## src/pkg/mbsi_pkg.sv

```systemverilog
// Package of constants and types for the memory board select and inhibit logic
// How it works
// - Buffers enable only on active select gate
// - Open bank F link ignores bank F
// - Open bank E link ignores bank E
// - Holes use decoder, bank links stay closed
// - Hole decoder marks exactly one kilobyte segment
// - Segment link chooses bank E or F
// - Default is small ROM in low half
// - Fifteen configurations of type, placement, inhibit
// - Inhibited region: no buffers, no chip selects
// - High address byte latched at strobe end
// - Bits 7:6 and 5:4, or 6:5 and 4:3 on small parts, form sixteen selects
// - Drive bus on read, else accept data
package mbsi_pkg;

    // ************************************************************
    // Configuration modes
    // ************************************************************
    typedef enum logic [3:0] {
        MBSI_ROM2K_LOW      = 4'h0,
        MBSI_ROM2K_LOW_INH  = 4'h1,
        MBSI_ROM2K_HIGH     = 4'h2,
        MBSI_ROM2K_HIGH_INH = 4'h3,
        MBSI_ROM4K_FULL     = 4'h4,
        MBSI_ROM4K_FULL_INH = 4'h5,
        MBSI_ROM4K_NO_F     = 4'h6,
        MBSI_RAM_LOW        = 4'h7,
        MBSI_RAM_LOW_INH    = 4'h8,
        MBSI_RAM_HIGH       = 4'h9,
        MBSI_RAM_HIGH_INH   = 4'hA,
        MBSI_MIX_LOW        = 4'hB,
        MBSI_MIX_LOW_INH    = 4'hC,
        MBSI_MIX_HIGH       = 4'hD,
        MBSI_MIX_HIGH_INH   = 4'hE
    } mbsi_mode_type;

    // ************************************************************
    // Reset values and field positions
    // ************************************************************
    localparam logic [3:0] MBSI_MODE_RESET  = 4'h0;
    localparam logic [7:0] MBSI_HIGH_RESET  = 8'h00;
    localparam logic [3:0] MBSI_BANK_E      = 4'hE;
    localparam logic [3:0] MBSI_BANK_F      = 4'hF;
    localparam int         MBSI_BLOCK_HI    = 7;
    localparam int         MBSI_BLOCK_LO    = 6;
    localparam int         MBSI_SUB_HI      = 5;
    localparam int         MBSI_SUB_LO      = 4;
    localparam int         MBSI_SEG_HI      = 3;
    localparam int         MBSI_SEG_LO      = 2;
    localparam logic [3:0] MBSI_NUM_MODES   = 4'hF;

endpackage : mbsi_pkg

```

## src/verilog/mbsi_addr_latch.sv

```systemverilog
// High address byte latch taken at the trailing edge of the address strobe
`timescale 1ns/1ps
module mbsi_addr_latch
    import mbsi_pkg::*;
(
    input  wire logic       clk_i,     // System clock
    input  wire logic       srst_i,    // Synchronous reset
    input  wire logic       strobe_i,  // Address latch strobe
    input  wire logic [7:0] addr_i,    // Multiplexed address bus
    output logic      [7:0] high_o     // Latched high byte
);

    logic       strobe_ff;
    logic       nxt_strobe;
    logic [7:0] high_ff;
    logic [7:0] nxt_high;

    // Capture while strobe high so the byte before the fall is kept
    always_comb begin
        nxt_strobe = strobe_i;
        nxt_high   = high_ff;
        if (strobe_i) begin
            nxt_high = addr_i;
        end
    end

    // Registers only
    always_ff @(posedge clk_i) begin
        if (srst_i) begin
            strobe_ff <= 1'b0;
            high_ff   <= MBSI_HIGH_RESET;
        end else begin
            strobe_ff <= nxt_strobe;
            high_ff   <= nxt_high;
        end
    end

    assign high_o = high_ff;
endmodule : mbsi_addr_latch

```

## src/verilog/mbsi_select.sv

```systemverilog
// Select, chip select and inhibit logic of the memory board
`timescale 1ns/1ps
module mbsi_select
    import mbsi_pkg::*;
(
    input  wire logic        CLK_I,        // System clock, 10 MHz
    input  wire logic        SRST_I,       // Synchronous reset, bus clear
    input  wire logic        ALS_I,        // Address latch strobe
    input  wire logic        OTS_I,        // Output timing strobe
    input  wire logic [7:0]  ADDR_I,       // Multiplexed address bus
    input  wire logic        MEM_RD_N_I,   // Memory read, active low
    input  wire logic        MEM_WR_N_I,   // Memory write pulse, active low
    input  wire logic [3:0]  MODE_I,       // Static configuration mode
    input  wire logic        BANK_F_LINK_I, // Bank F link closed
    input  wire logic        BANK_E_LINK_I, // Bank E link closed
    input  wire logic        SEG_E_LINK_I, // Hole in bank E link closed
    input  wire logic        SEG_F_LINK_I, // Hole in bank F link closed
    input  wire logic [1:0]  HOLE_SEL_I,   // Hole decoder segment choice
    input  wire logic [7:0]  DATA_I,       // Data bus in
    output logic      [7:0]  DATA_O,       // Data bus out
    output logic             DATA_OE_O,    // Data bus driven
    output logic             BUF_IN_EN_O,  // Buffers accept bus data
    output logic      [15:0] CS_N_O,       // Chip selects, active low
    output logic             MEM_OE_N_O,   // Memory output enable, active low
    output logic             MEM_WE_N_O,   // Memory write enable, active low
    output logic             MEM_SEL_O,    // Memory select term
    output logic      [7:0]  WR_DATA_O,    // Data taken from bus
    input  wire logic [7:0]  RD_DATA_I     // Data from memory chips
);

    // ************************************************************
    // Decode helpers
    // ************************************************************
    // One of four decoder, active low
    function automatic logic [3:0] dec4_n(input logic [1:0] sel);
        logic [3:0] r;
        r = 4'hF;
        r[sel] = 1'b0;
        return r;
    endfunction : dec4_n

    logic [7:0] high;
    logic [7:0] data_ff;
    logic [7:0] nxt_data;
    logic [7:0] wr_ff;
    logic [7:0] nxt_wr;
    logic       data_oe_ff;
    logic       nxt_data_oe;
    logic       in_space;
    logic       small_part;
    logic [3:0] nib;
    logic [3:0] blk_n;
    logic [3:0] sub_n;
    logic [3:0] hole_n;
    logic       inh_bank;
    logic       inh_hole;
    logic [2:0] gate_in_n;
    logic       sel;
    mbsi_mode_type mode;

    // shared latch of the high byte
    mbsi_addr_latch u_latch (
        .clk_i    (CLK_I),
        .srst_i   (SRST_I),
        .strobe_i (ALS_I),
        .addr_i   (ADDR_I),
        .high_o   (high)
    );

    // ************************************************************
    // Address space placement
    // ************************************************************
    // links read combinationally, held static by the board
    assign mode = (MODE_I <= MBSI_NUM_MODES - 4'h1) ? mbsi_mode_type'(MODE_I)
                                                    : mbsi_mode_type'(MBSI_MODE_RESET);

    // fifteen modes map to part size and half, large parts to the whole space
    // unknown mode falls back to small ROM low half
    always_comb begin
        small_part = 1'b1;
        in_space   = 1'b0;
        case (mode)
            MBSI_ROM4K_FULL, MBSI_ROM4K_FULL_INH, MBSI_ROM4K_NO_F: begin
                small_part = 1'b0;
                in_space   = 1'b1;
            end
            MBSI_ROM2K_HIGH, MBSI_ROM2K_HIGH_INH, MBSI_RAM_HIGH,
            MBSI_RAM_HIGH_INH, MBSI_MIX_HIGH, MBSI_MIX_HIGH_INH: begin
                in_space = high[7];
            end
            default: begin
                in_space = !high[7];
            end
        endcase
    end

    // ************************************************************
    // Chip select decode
    // ************************************************************
    // large parts use 7:6 and 5:4, small parts shift down one
    assign nib   = small_part ? high[6:3] : high[7:4];
    assign blk_n = dec4_n(nib[3:2]);
    assign sub_n = dec4_n(nib[1:0]);

    // exactly one hole segment output active
    assign hole_n = dec4_n(HOLE_SEL_I);

    // ************************************************************
    // Inhibit terms
    // ************************************************************
    // bank F dropped when its link open
    // bank E dropped when its link open
    always_comb begin
        inh_bank = 1'b0;
        if (!small_part && !BANK_F_LINK_I && high[7:4] == MBSI_BANK_F) begin
            inh_bank = 1'b1;
        end
        if (!small_part && !BANK_E_LINK_I && high[7:4] == MBSI_BANK_E) begin
            inh_bank = 1'b1;
        end
        if (mode == MBSI_ROM4K_NO_F && high[7:4] == MBSI_BANK_F) begin
            inh_bank = 1'b1;
        end
    end

    // holes act with bank links closed
    // segment link picks bank E or F
    always_comb begin
        inh_hole = 1'b0;
        if (!small_part && !hole_n[high[MBSI_SEG_HI:MBSI_SEG_LO]]) begin
            if (SEG_E_LINK_I && high[7:4] == MBSI_BANK_E) begin
                inh_hole = 1'b1;
            end
            if (SEG_F_LINK_I && high[7:4] == MBSI_BANK_F) begin
                inh_hole = 1'b1;
            end
        end
    end

    // ************************************************************
    // Select gate and outputs
    // ************************************************************
    // select when the space input and either strobe input are low
    assign gate_in_n = {!(in_space && !inh_bank && !inh_hole), MEM_RD_N_I, MEM_WR_N_I};
    assign sel       = (gate_in_n[2] == 1'b0) && !(gate_in_n[1] && gate_in_n[0]);

    // inhibited space gives no chip select
    always_comb begin
        CS_N_O = 16'hFFFF;
        if (sel) begin
            CS_N_O[{nib[3:2], nib[1:0]}] = blk_n[nib[3:2]] | sub_n[nib[1:0]];
        end
    end

    assign MEM_SEL_O   = sel;
    // Output enable waits for the timing strobe to avoid contention
    assign MEM_OE_N_O  = !(sel && !MEM_RD_N_I && !OTS_I);
    assign MEM_WE_N_O  = !(sel && !MEM_WR_N_I);
    assign BUF_IN_EN_O = sel && MEM_RD_N_I;

    // Data registers: read data and taken write data
    always_comb begin
        nxt_data    = data_ff;
        nxt_wr      = wr_ff;
        // drive only while selected and reading
        nxt_data_oe = sel && !MEM_RD_N_I;
        if (sel && !MEM_RD_N_I) begin
            nxt_data = RD_DATA_I;
        end
        if (sel && MEM_RD_N_I) begin
            nxt_wr = DATA_I;
        end
    end

    // Registers only; bus drive lags the select by one edge
    always_ff @(posedge CLK_I) begin
        if (SRST_I) begin
            data_ff    <= MBSI_HIGH_RESET;
            wr_ff      <= MBSI_HIGH_RESET;
            data_oe_ff <= 1'b0;
        end else begin
            data_ff    <= nxt_data;
            wr_ff      <= nxt_wr;
            data_oe_ff <= nxt_data_oe;
        end
    end

    assign DATA_O    = data_ff;
    assign WR_DATA_O = wr_ff;
    assign DATA_OE_O = data_oe_ff;
endmodule : mbsi_select
```

## config.mk

```make
export PLATFORM = sky130hd
export DESIGN_NAME = mbsi_select
export DESIGN_NICKNAME = d
export VERILOG_FILES = /design/src/pkg/mbsi_pkg.sv /design/src/verilog/mbsi_addr_latch.sv /design/src/verilog/mbsi_select.sv
export SDC_FILE = /design/constraint.sdc
export NUM_CORES = 1
export LEC_CHECK = 0
export BUFFER_PORTS_ARGS = -buffer_cell sky130_fd_sc_hd__buf_4
export CAP_MARGIN = 10
export CORE_MARGIN = 2
export CORE_UTILIZATION = 44
export DETAILED_ROUTE_END_ITERATION = 12
export PLACE_DENSITY = 0.8
export SYNTH_ARGS = -nofsm -noshare
export SYNTH_HDL_FRONTEND = slang
export SYNTH_SLANG_ARGS = --single-unit
```

## constraint.sdc

```tcl
create_clock -name CLK_I -period 2.6 [get_ports CLK_I]
set_input_delay 0.52 -clock CLK_I [delete_from_list [all_inputs] [get_ports CLK_I]]
set_output_delay 0.52 -clock CLK_I [all_outputs]
set_load 0.02 [all_outputs]
```

==> results of run 1 <==
area by class of cell:
type / instances / share of cell area (%)
flip-flops and latches: 23 / 22.3
clock buffers: 3 / 1.07
repair buffers: 86 / 31.0
inverters: 4 / 0.716
clock inverters: 1 / 0.358
multi-input cells: 119 / 42.6
well taps: 33 / 1.97
flip-flops by register name, indices dropped and copies added (netlist names):
| name | cells |
|---|---|
| DATA_O | 8 |
| u_latch.high_o | 6 |
| DATA_OE_O | 1 |
| WR_DATA_O | 8 |
worst paths after layout:
check	start	endpoint	slack, ns	depth (start not counted)
max reg2reg	u_latch.high_o[3]$_SDFFE_PP0P_	WR_DATA_O[1]$_SDFFE_PP0P_	0.71	6
min reg2reg	WR_DATA_O[0]$_SDFFE_PP0P_	WR_DATA_O[0]$_SDFFE_PP0P_	0.48	2
min	MEM_RD_N_I	DATA_OE_O$_SDFF_PP0_	0.38	2
max	MODE_I[1]	MEM_WE_N_O	0.07	6
metal layers:
metal	part of all wire, %	up-vias
met5	0	-
met3	10	2
met2	45	59
met4	0.55	0
li1	-	700
met1	44	589
timing repair:
action,CTS,global route
setup endpoints to repair,20,20
setup buffers,0,3
resized for setup,4,11
pin swaps,1,5
cloned,0,0
hold buffers,0,0
synth_stat cells (2+ instances only):
cell,instances
and2_1,2
xnor2_1,2
nor2b_1,2
dfxtp_1,23
nor3b_1,3
nand3_1,3
nand2_1,10
clkbuf_1,7
a31o_2,2
nand4_1,12
nor2_1,9
nand2b_1,33
inv_1,4
mux2i_1,24
buf_4,2
nor3_1,2
worst reg2reg max path: stages (launching register included):
cell and delay (ns):
dfxtp_2 0.38, xnor2_2 0.15, a311oi_2 0.31, o311ai_4 0.17, nor4b_2 0.37, buf_4 0.26
mux2i_1 0.19
logic make-up after synthesis:
logic type	after synthesis	synth area share [%]
and+or+nand+nor	82	34.9
xor gates and xnor gates	3	1.91
DFF	23	33.5
AOI/OAI and AO/OA	9	6.10
muxes	25	18.3
buffers and inverters	15	5.28
stage by stage:
stage | setup TNS, ns | util, % | hold WS (ns)
finish | 0 | 69.8 | 0.383
floorplan | 0 | - | 0.482
global route | 0 | 69.8 | 0.370
detailed placement | -0.00937 | 66.0 | 0.464
CTS | 0 | 67.6 | 0.376
global placement | 0 | 66.0 | 0.462
power groups by stage:
stage               sequential (mW)  clock, mW  combinational, mW
global placement              0.397          0              0.257
floorplan                     0.413          0              0.131
global route                  0.394      0.189              0.299
finish                        0.390      0.166              0.277
detailed placement            0.397          0              0.260
CTS                           0.391      0.170              0.265
==> key figures, run 1 <==
Critical path
  – CP max stage delay: 0.48 ns
  – Startpoint types: input pin
  – Crit path top cell by count: buf_4
  – CP top delay family: simple AND/OR/NAND/NOR gates
  – Critical Path RT: 2.08 ns
  – Crit Path Class: input pin to output pin
  – CP arrival: about 2 ns
  – Crit path capture type: output pin
  – CP max stage cell: or3_2
  – Critical path cell sequence: buf_4, and4bb_1, a311oi_2, o311ai_4, or3_2, buf_4
  – Crit Path Max Fanout: 6
  – Worst path bufs/invs: 2

Run status
  – Status: completed

Floorplan
  – Placeable Area: 0.00300 mm^2
  – Die ar.: roughly 0.0036 mm^2
  – Row count: 20
  – Die Ht: approximately 60 um
  – Die Span X: 59.9 um
  – I/O pins: 77
  – Starting Density: 45.8%

Synth
  – Post-synth cell types: 33
  – Cell Area, Synth: 0.00138 mm^2
  – Post-synth EDFFs: 0
  – Count of state elements after synthesis: 23
  – Synth async-reset ratio: 0%
  – Top cell type's share of synthesized area: between 30% and 40%
  – Area contributors post-synth: dfxtp_1, mux2i_1, nand2b_1
  – YS warnings: 0
  – Post-synth net total: approximately 200
  – Main synth FF type: dfxtp_1
  – Average size of a mapped cell: approximately 9 um^2
  – Sequential-to-total area share from yosys stat: ~33%
  – Area leader, netlist: dfxtp_1
  – Gate Count Post-Synth: approximately 160

Finish
  – Multi-input combinational cell area: around 890 um^2
  – FILL cells: 260
  – Diode count: 0
  – Most common cell after layout, fill and taps aside: buf_4
  – Final-stage net count: 277
  – Proportion of layout cells with a drive suffix above 1: 45.3%
  – Final non-filler cell total: between 200 and 300
  – Final instance area: between 0.002 and 0.0025 mm^2
  – Sequential Area: 468 um^2
  – Most frequent cells in the layout: buf_4, nand2b_1, mux2i_1
  – Area Growth Syn to Fin: 52.4%

Timing
  – Final Cycle Share: a little over nine tenths
  – Worst rel slew slack: 73.0%
  – Max frequency: between 300 and 400 MHz
  – RSZ-0062 raised after global routing: false
  – Crit path time final: between 2 and 3 ns
  – Slew Limit Fails: 0
  – Final hold violation count: 0
  – Worst Max-Slew Pin Slew: between 0.4 and 0.5 ns
  – Clk_skew: ~0.01 ns
  – Worst setup margin: a little over 0.07 ns
  – Setup violators final: 0

Pwr
  – Sequential power share: 46.8%
  – Logic pwr share: between 30 and 40%
  – VDD IR max: 311 uV
  – Sw Pwr: between 200 and 300 uW
  – Total power: between 800 and 900 uW
  – Power Dens Cells: 398 mW/mm^2
  – LEAKAGE: 0.941 nW
  – Internal power: 577 uW
  – Sw Ratio: between 30% and 40%
  – Clock power share: 19.9%

CTS
  – Clk buf depth: 2
  – Clk root buf: clkbuf_4
  – CTS sink count: 23
  – Clock transition at path regs: between 0.1 and 0.15 ns
  – Total CTS buffers: 3
  – Clk Latency, worst-skew pair: 0.31 ns
  – CTS tree: done
  – Htree depth: 1

Drt
  – DR pass1 iterations: 4
  – Final routed DRC violation total: 0
  – Detailed Route WL: ~3.2 mm
  – Routed len/inst: 12.1 um
  – Final ANT Viol Nets: 0
  – Routed vias/inst: about 5.0
  – Iteration-0 DRC Markers: 91
  – Total number of vias: 1350

Global route
  – Met1 usage: 22.4%
  – Global-route wire length before repair: about 4.9 mm
  – Gr ovfl total: 0
  – Tot GR Track Use: around 18%
  – Largest net degree at the start of global routing: 40
  – Met3 GRT Util: between 4 and 5%
  – Initial antenna violation count: 0
  – Grt peak-use layer: met2
  – Grt met2 use: between 20 and 30%
  – Vias in the first global route: 1159

Placement
  – Routability-driven placement congestion ratio: roughly 0.76
  – Cell total after placement: ~260
  – HPWL Detailed: ~2.5 mm
  – Post-place setup slack: -0.00937 ns
  – PortBufs: 74
  – Instance area at placement: 0.00198 mm^2

Run
  – MaxCap Viol Count: 0

Hold path
  – Worst min path class: input pin to flop
(Power assumes the default switching activity.)
==> run 2: changes to the inputs <==
--- a/config.mk
+++ b/config.mk
@@ -8,9 +8,9 @@
 export BUFFER_PORTS_ARGS = -buffer_cell sky130_fd_sc_hd__buf_4
 export CAP_MARGIN = 10
 export CORE_MARGIN = 2
-export CORE_UTILIZATION = 44
+export CORE_UTILIZATION = 47
 export DETAILED_ROUTE_END_ITERATION = 12
-export PLACE_DENSITY = 0.8
+export PLACE_DENSITY = 0.84
 export SYNTH_ARGS = -nofsm -noshare
 export SYNTH_HDL_FRONTEND = slang
 export SYNTH_SLANG_ARGS = --single-unit
==> constraint.sdc (replaced) <==
create_clock -name CLK_I -period 3.1 [get_ports CLK_I]
set_input_delay 0.62 -clock CLK_I [delete_from_list [all_inputs] [get_ports CLK_I]]
set_output_delay 0.62 -clock CLK_I [all_outputs]
set_load 0.02 [all_outputs]
==> run 2 against run 1 <==
First-iteration DRC count fell by 52%; flip-flop and latch count unchanged; die area is 6.0% lower; critical path depth grew 2; clock-buffer cell count is 1 higher; routed wire length about the same; sequential power fell by 16%; sequential share of layout area is 1.1 points higher; global-route usage rose by 2.9 points; largest power group unchanged; highest routed layer unchanged.
==> key figures, run 2 (synthesis results as in run 1) <==
Run status
  – Status: completed

Critical path
  – Crit Path Max Fanout: 5 (-1)
  – Worst Setup EP: MEM_OE_N_O
  – CP arrival: 2.30 ns (+0.29 ns)
  – CP Launch Point: MODE_I[2]
  – R2R setup slack: 0.89 ns (+0.18 ns)
  – Critical Path RT: 2.48 ns (+0.40 ns)
  – Reg-to-Reg End: DATA_O[2]$_SDFFE_PP0P_
  – Reg-to-reg critical path startpoint: u_latch.high_o[3]$_SDFFE_PP0P_
  – Startpoint types: input pin
  – R2r worst-path depth: 7 (+1)
  – Crit Path Class: input pin to output pin
  – Crit path capture type: output pin

CTS
  – Clk Latency, worst-skew pair: 0.30 ns (about the same)
  – Htree depth: 1 (unchanged)
  – Total CTS buffers: 3 (unchanged)
  – Clk buf depth: 2 (unchanged)
  – CTS tree: done
  – Clk root buf: clkbuf_4
  – Postcts setup bufs: 0 (unchanged)
  – Hold buffers post-CTS: 0 (unchanged)
  – CTS sink count: 23 (unchanged)
  – Post-CTS Resized: 0 (-4)
  – Clock transition at path regs: 0.12 ns (about the same)

Timing
  – RSZ-0062 raised after global routing: false
  – Max frequency: about 340 MHz
  – Worst setup margin: 0.178 ns (+0.107 ns)
  – Setup_tns: 0 ns (unchanged)
  – Final hold violation count: 0 (unchanged)
  – Slew Limit Fails: 0 (unchanged)
  – Worst Max-Slew Pin Slew: 0.509 ns (+0.105 ns)
  – Setup violators final: 0 (unchanged)
  – Final Cycle Share: 94.3%
  – Clk_skew: 0.00630 ns (-0.00365 ns)
  – Worst rel slew slack: 65.8% (-7.2 points)
  – Crit path time final: between 2 and 3 ns

Drt
  – Final routed DRC violation total: 0 (unchanged)
  – Final ANT Viol Nets: 0 (unchanged)
  – Iteration-0 DRC Markers: 44 (-52%)
  – Total number of vias: 1339 (-0.81%)
  – Routed len/inst: 12.6 um (+4.4%)
  – Detailed Route WL: 3.25 mm (about the same)
  – DR pass1 iterations: 4 (unchanged)
  – Routed vias/inst: 5.19 (+3.4%)

Floorplan
  – Row count: 19 (-5.0%)
  – Placeable Area: 0.00276 mm^2 (-8.2%)
  – Die Span X: 58.1 um (-3.0%)
  – Die ar.: 0.00337 mm^2 (-6.0%)
  – Starting Density: 49.9% (+4.1 points)
  – I/O pins: 77 (unchanged)
  – Die Ht: 58.1 um (-3.0%)

Finish
  – FILL cells: 229 (-12%)
  – Proportion of layout cells with a drive suffix above 1: 38.8% (-6.6 points)
  – Diode count: 0 (unchanged)
  – Most common cell after layout, fill and taps aside: buf_4
  – Most frequent cells in the layout: buf_4, nand2b_1, mux2i_1
  – Final-stage net count: 268 (-3.2%)
  – Area Growth Syn to Fin: 42.8%

Global route
  – Global-route wire length before repair: 5.53 mm (+13%)
  – Tot GR Track Use: 20.6% (+2.9 points)
  – Largest net degree at the start of global routing: 40 (unchanged)
  – Initial antenna violation count: 0 (unchanged)
  – Gr ovfl total: 0 (unchanged)
  – Vias in the first global route: 1312 (+13%)

Placement
  – Routability-driven placement congestion ratio: 0.910 (+20%)
  – PortBufs: 74 (unchanged)
  – Post-place setup slack: 0.0459 ns (+0.0553 ns)
  – HPWL Detailed: 2.58 mm (+4.7%)

Pwr
  – LEAKAGE: 0.866 nW (-7.9%)
  – VDD IR max: 336 uV (+7.9%)
  – Power Dens Cells: 342 mW/mm^2 (-14%)

Hold path
  – Worst min path class: flop to flop

Run
  – MaxCap Viol Count: 0 (unchanged)
==> run 2: cell count changes in the layout (fill, tap and decap cells not counted), moves of 2 or more <==
cell	delta
buf_4	-8
dfxtp_1	+4
dfxtp_2	-3
xnor2_1	+2
xnor2_2	-2
==> run 2: how the worst min path moves through the flow <==
stage / endpoint / cells past startpoint / startpoint / slack, ns
floorplan: u_latch.high_o[2]$_SDFFE_PP0P_ / 2 / u_latch.high_o[2]$_SDFFE_PP0P_ / 0.48
global placement: DATA_O[7]$_SDFFE_PP0P_ / 2 / DATA_O[7]$_SDFFE_PP0P_ / 0.46
detailed placement: DATA_O[3]$_SDFFE_PP0P_ / 2 / DATA_O[3]$_SDFFE_PP0P_ / 0.46
CTS: DATA_OE_O$_SDFF_PP0_ / 2 / MEM_RD_N_I / 0.48
global route: DATA_OE_O$_SDFF_PP0_ / 2 / MEM_RD_N_I / 0.48
finish: WR_DATA_O[7]$_SDFFE_PP0P_ / 2 / WR_DATA_O[7]$_SDFFE_PP0P_ / 0.48
==> run 2: routing by layer <==
layer	global-route usage, %	share of wire, %
met5	0	0
met1	25.2	42
met4	7.64	0.80
met2	35.2	47
met3	4.46	10
==> run 2: cell type report <==
class	instances	area (um^2)	area share (%)
Timing Repair Buffer	77	578	29.4
Multi-Input combinational cell	119	845	43.0
Tap cell	31	38.8	1.98
Clock buffer	4	26.3	1.34
Inverter	4	15.0	0.765
Sequential cell	23	460	23.5
==> run 2: critical path: stages <==
cell and delay (ns):
buf_4 0.12, and4bb_1 0.19, a311oi_1 0.36, o311ai_2 0.18, buf_4 0.19, nor3_1 0.36, nand2b_1 0.11, buf_4 0.17
==> run 2: per-stage QoR <==
stage / cells / util [%] / power, mW / hold slack [ns] / instance area, um^2
final: 258 / 71.2 / 0.671 / 0.485 / 1960
after global routing: 258 / 71.2 / 0.707 / 0.481 / 1960
after detailed placement: 254 / 70.1 / 0.546 / 0.464 / 1930
after floorplan: 157 / - / 0.456 / 0.482 / 1380
after CTS: 258 / 71.1 / 0.677 / 0.482 / 1960
after global placement: 254 / 70.1 / 0.538 / 0.459 / 1930
==> run 2: report_power, final <==
group | switching (mW) | total [mW] | internal [mW] | leakage, nW
logic | 0.105 | 0.211 | 0.106 | 0.663
registers | 0.0146 | 0.328 | 0.314 | 0.189
clock network | 0.0813 | 0.131 | 0.0501 | 0.0150
total | 0.200 | 0.671 | 0.470 | 0.866
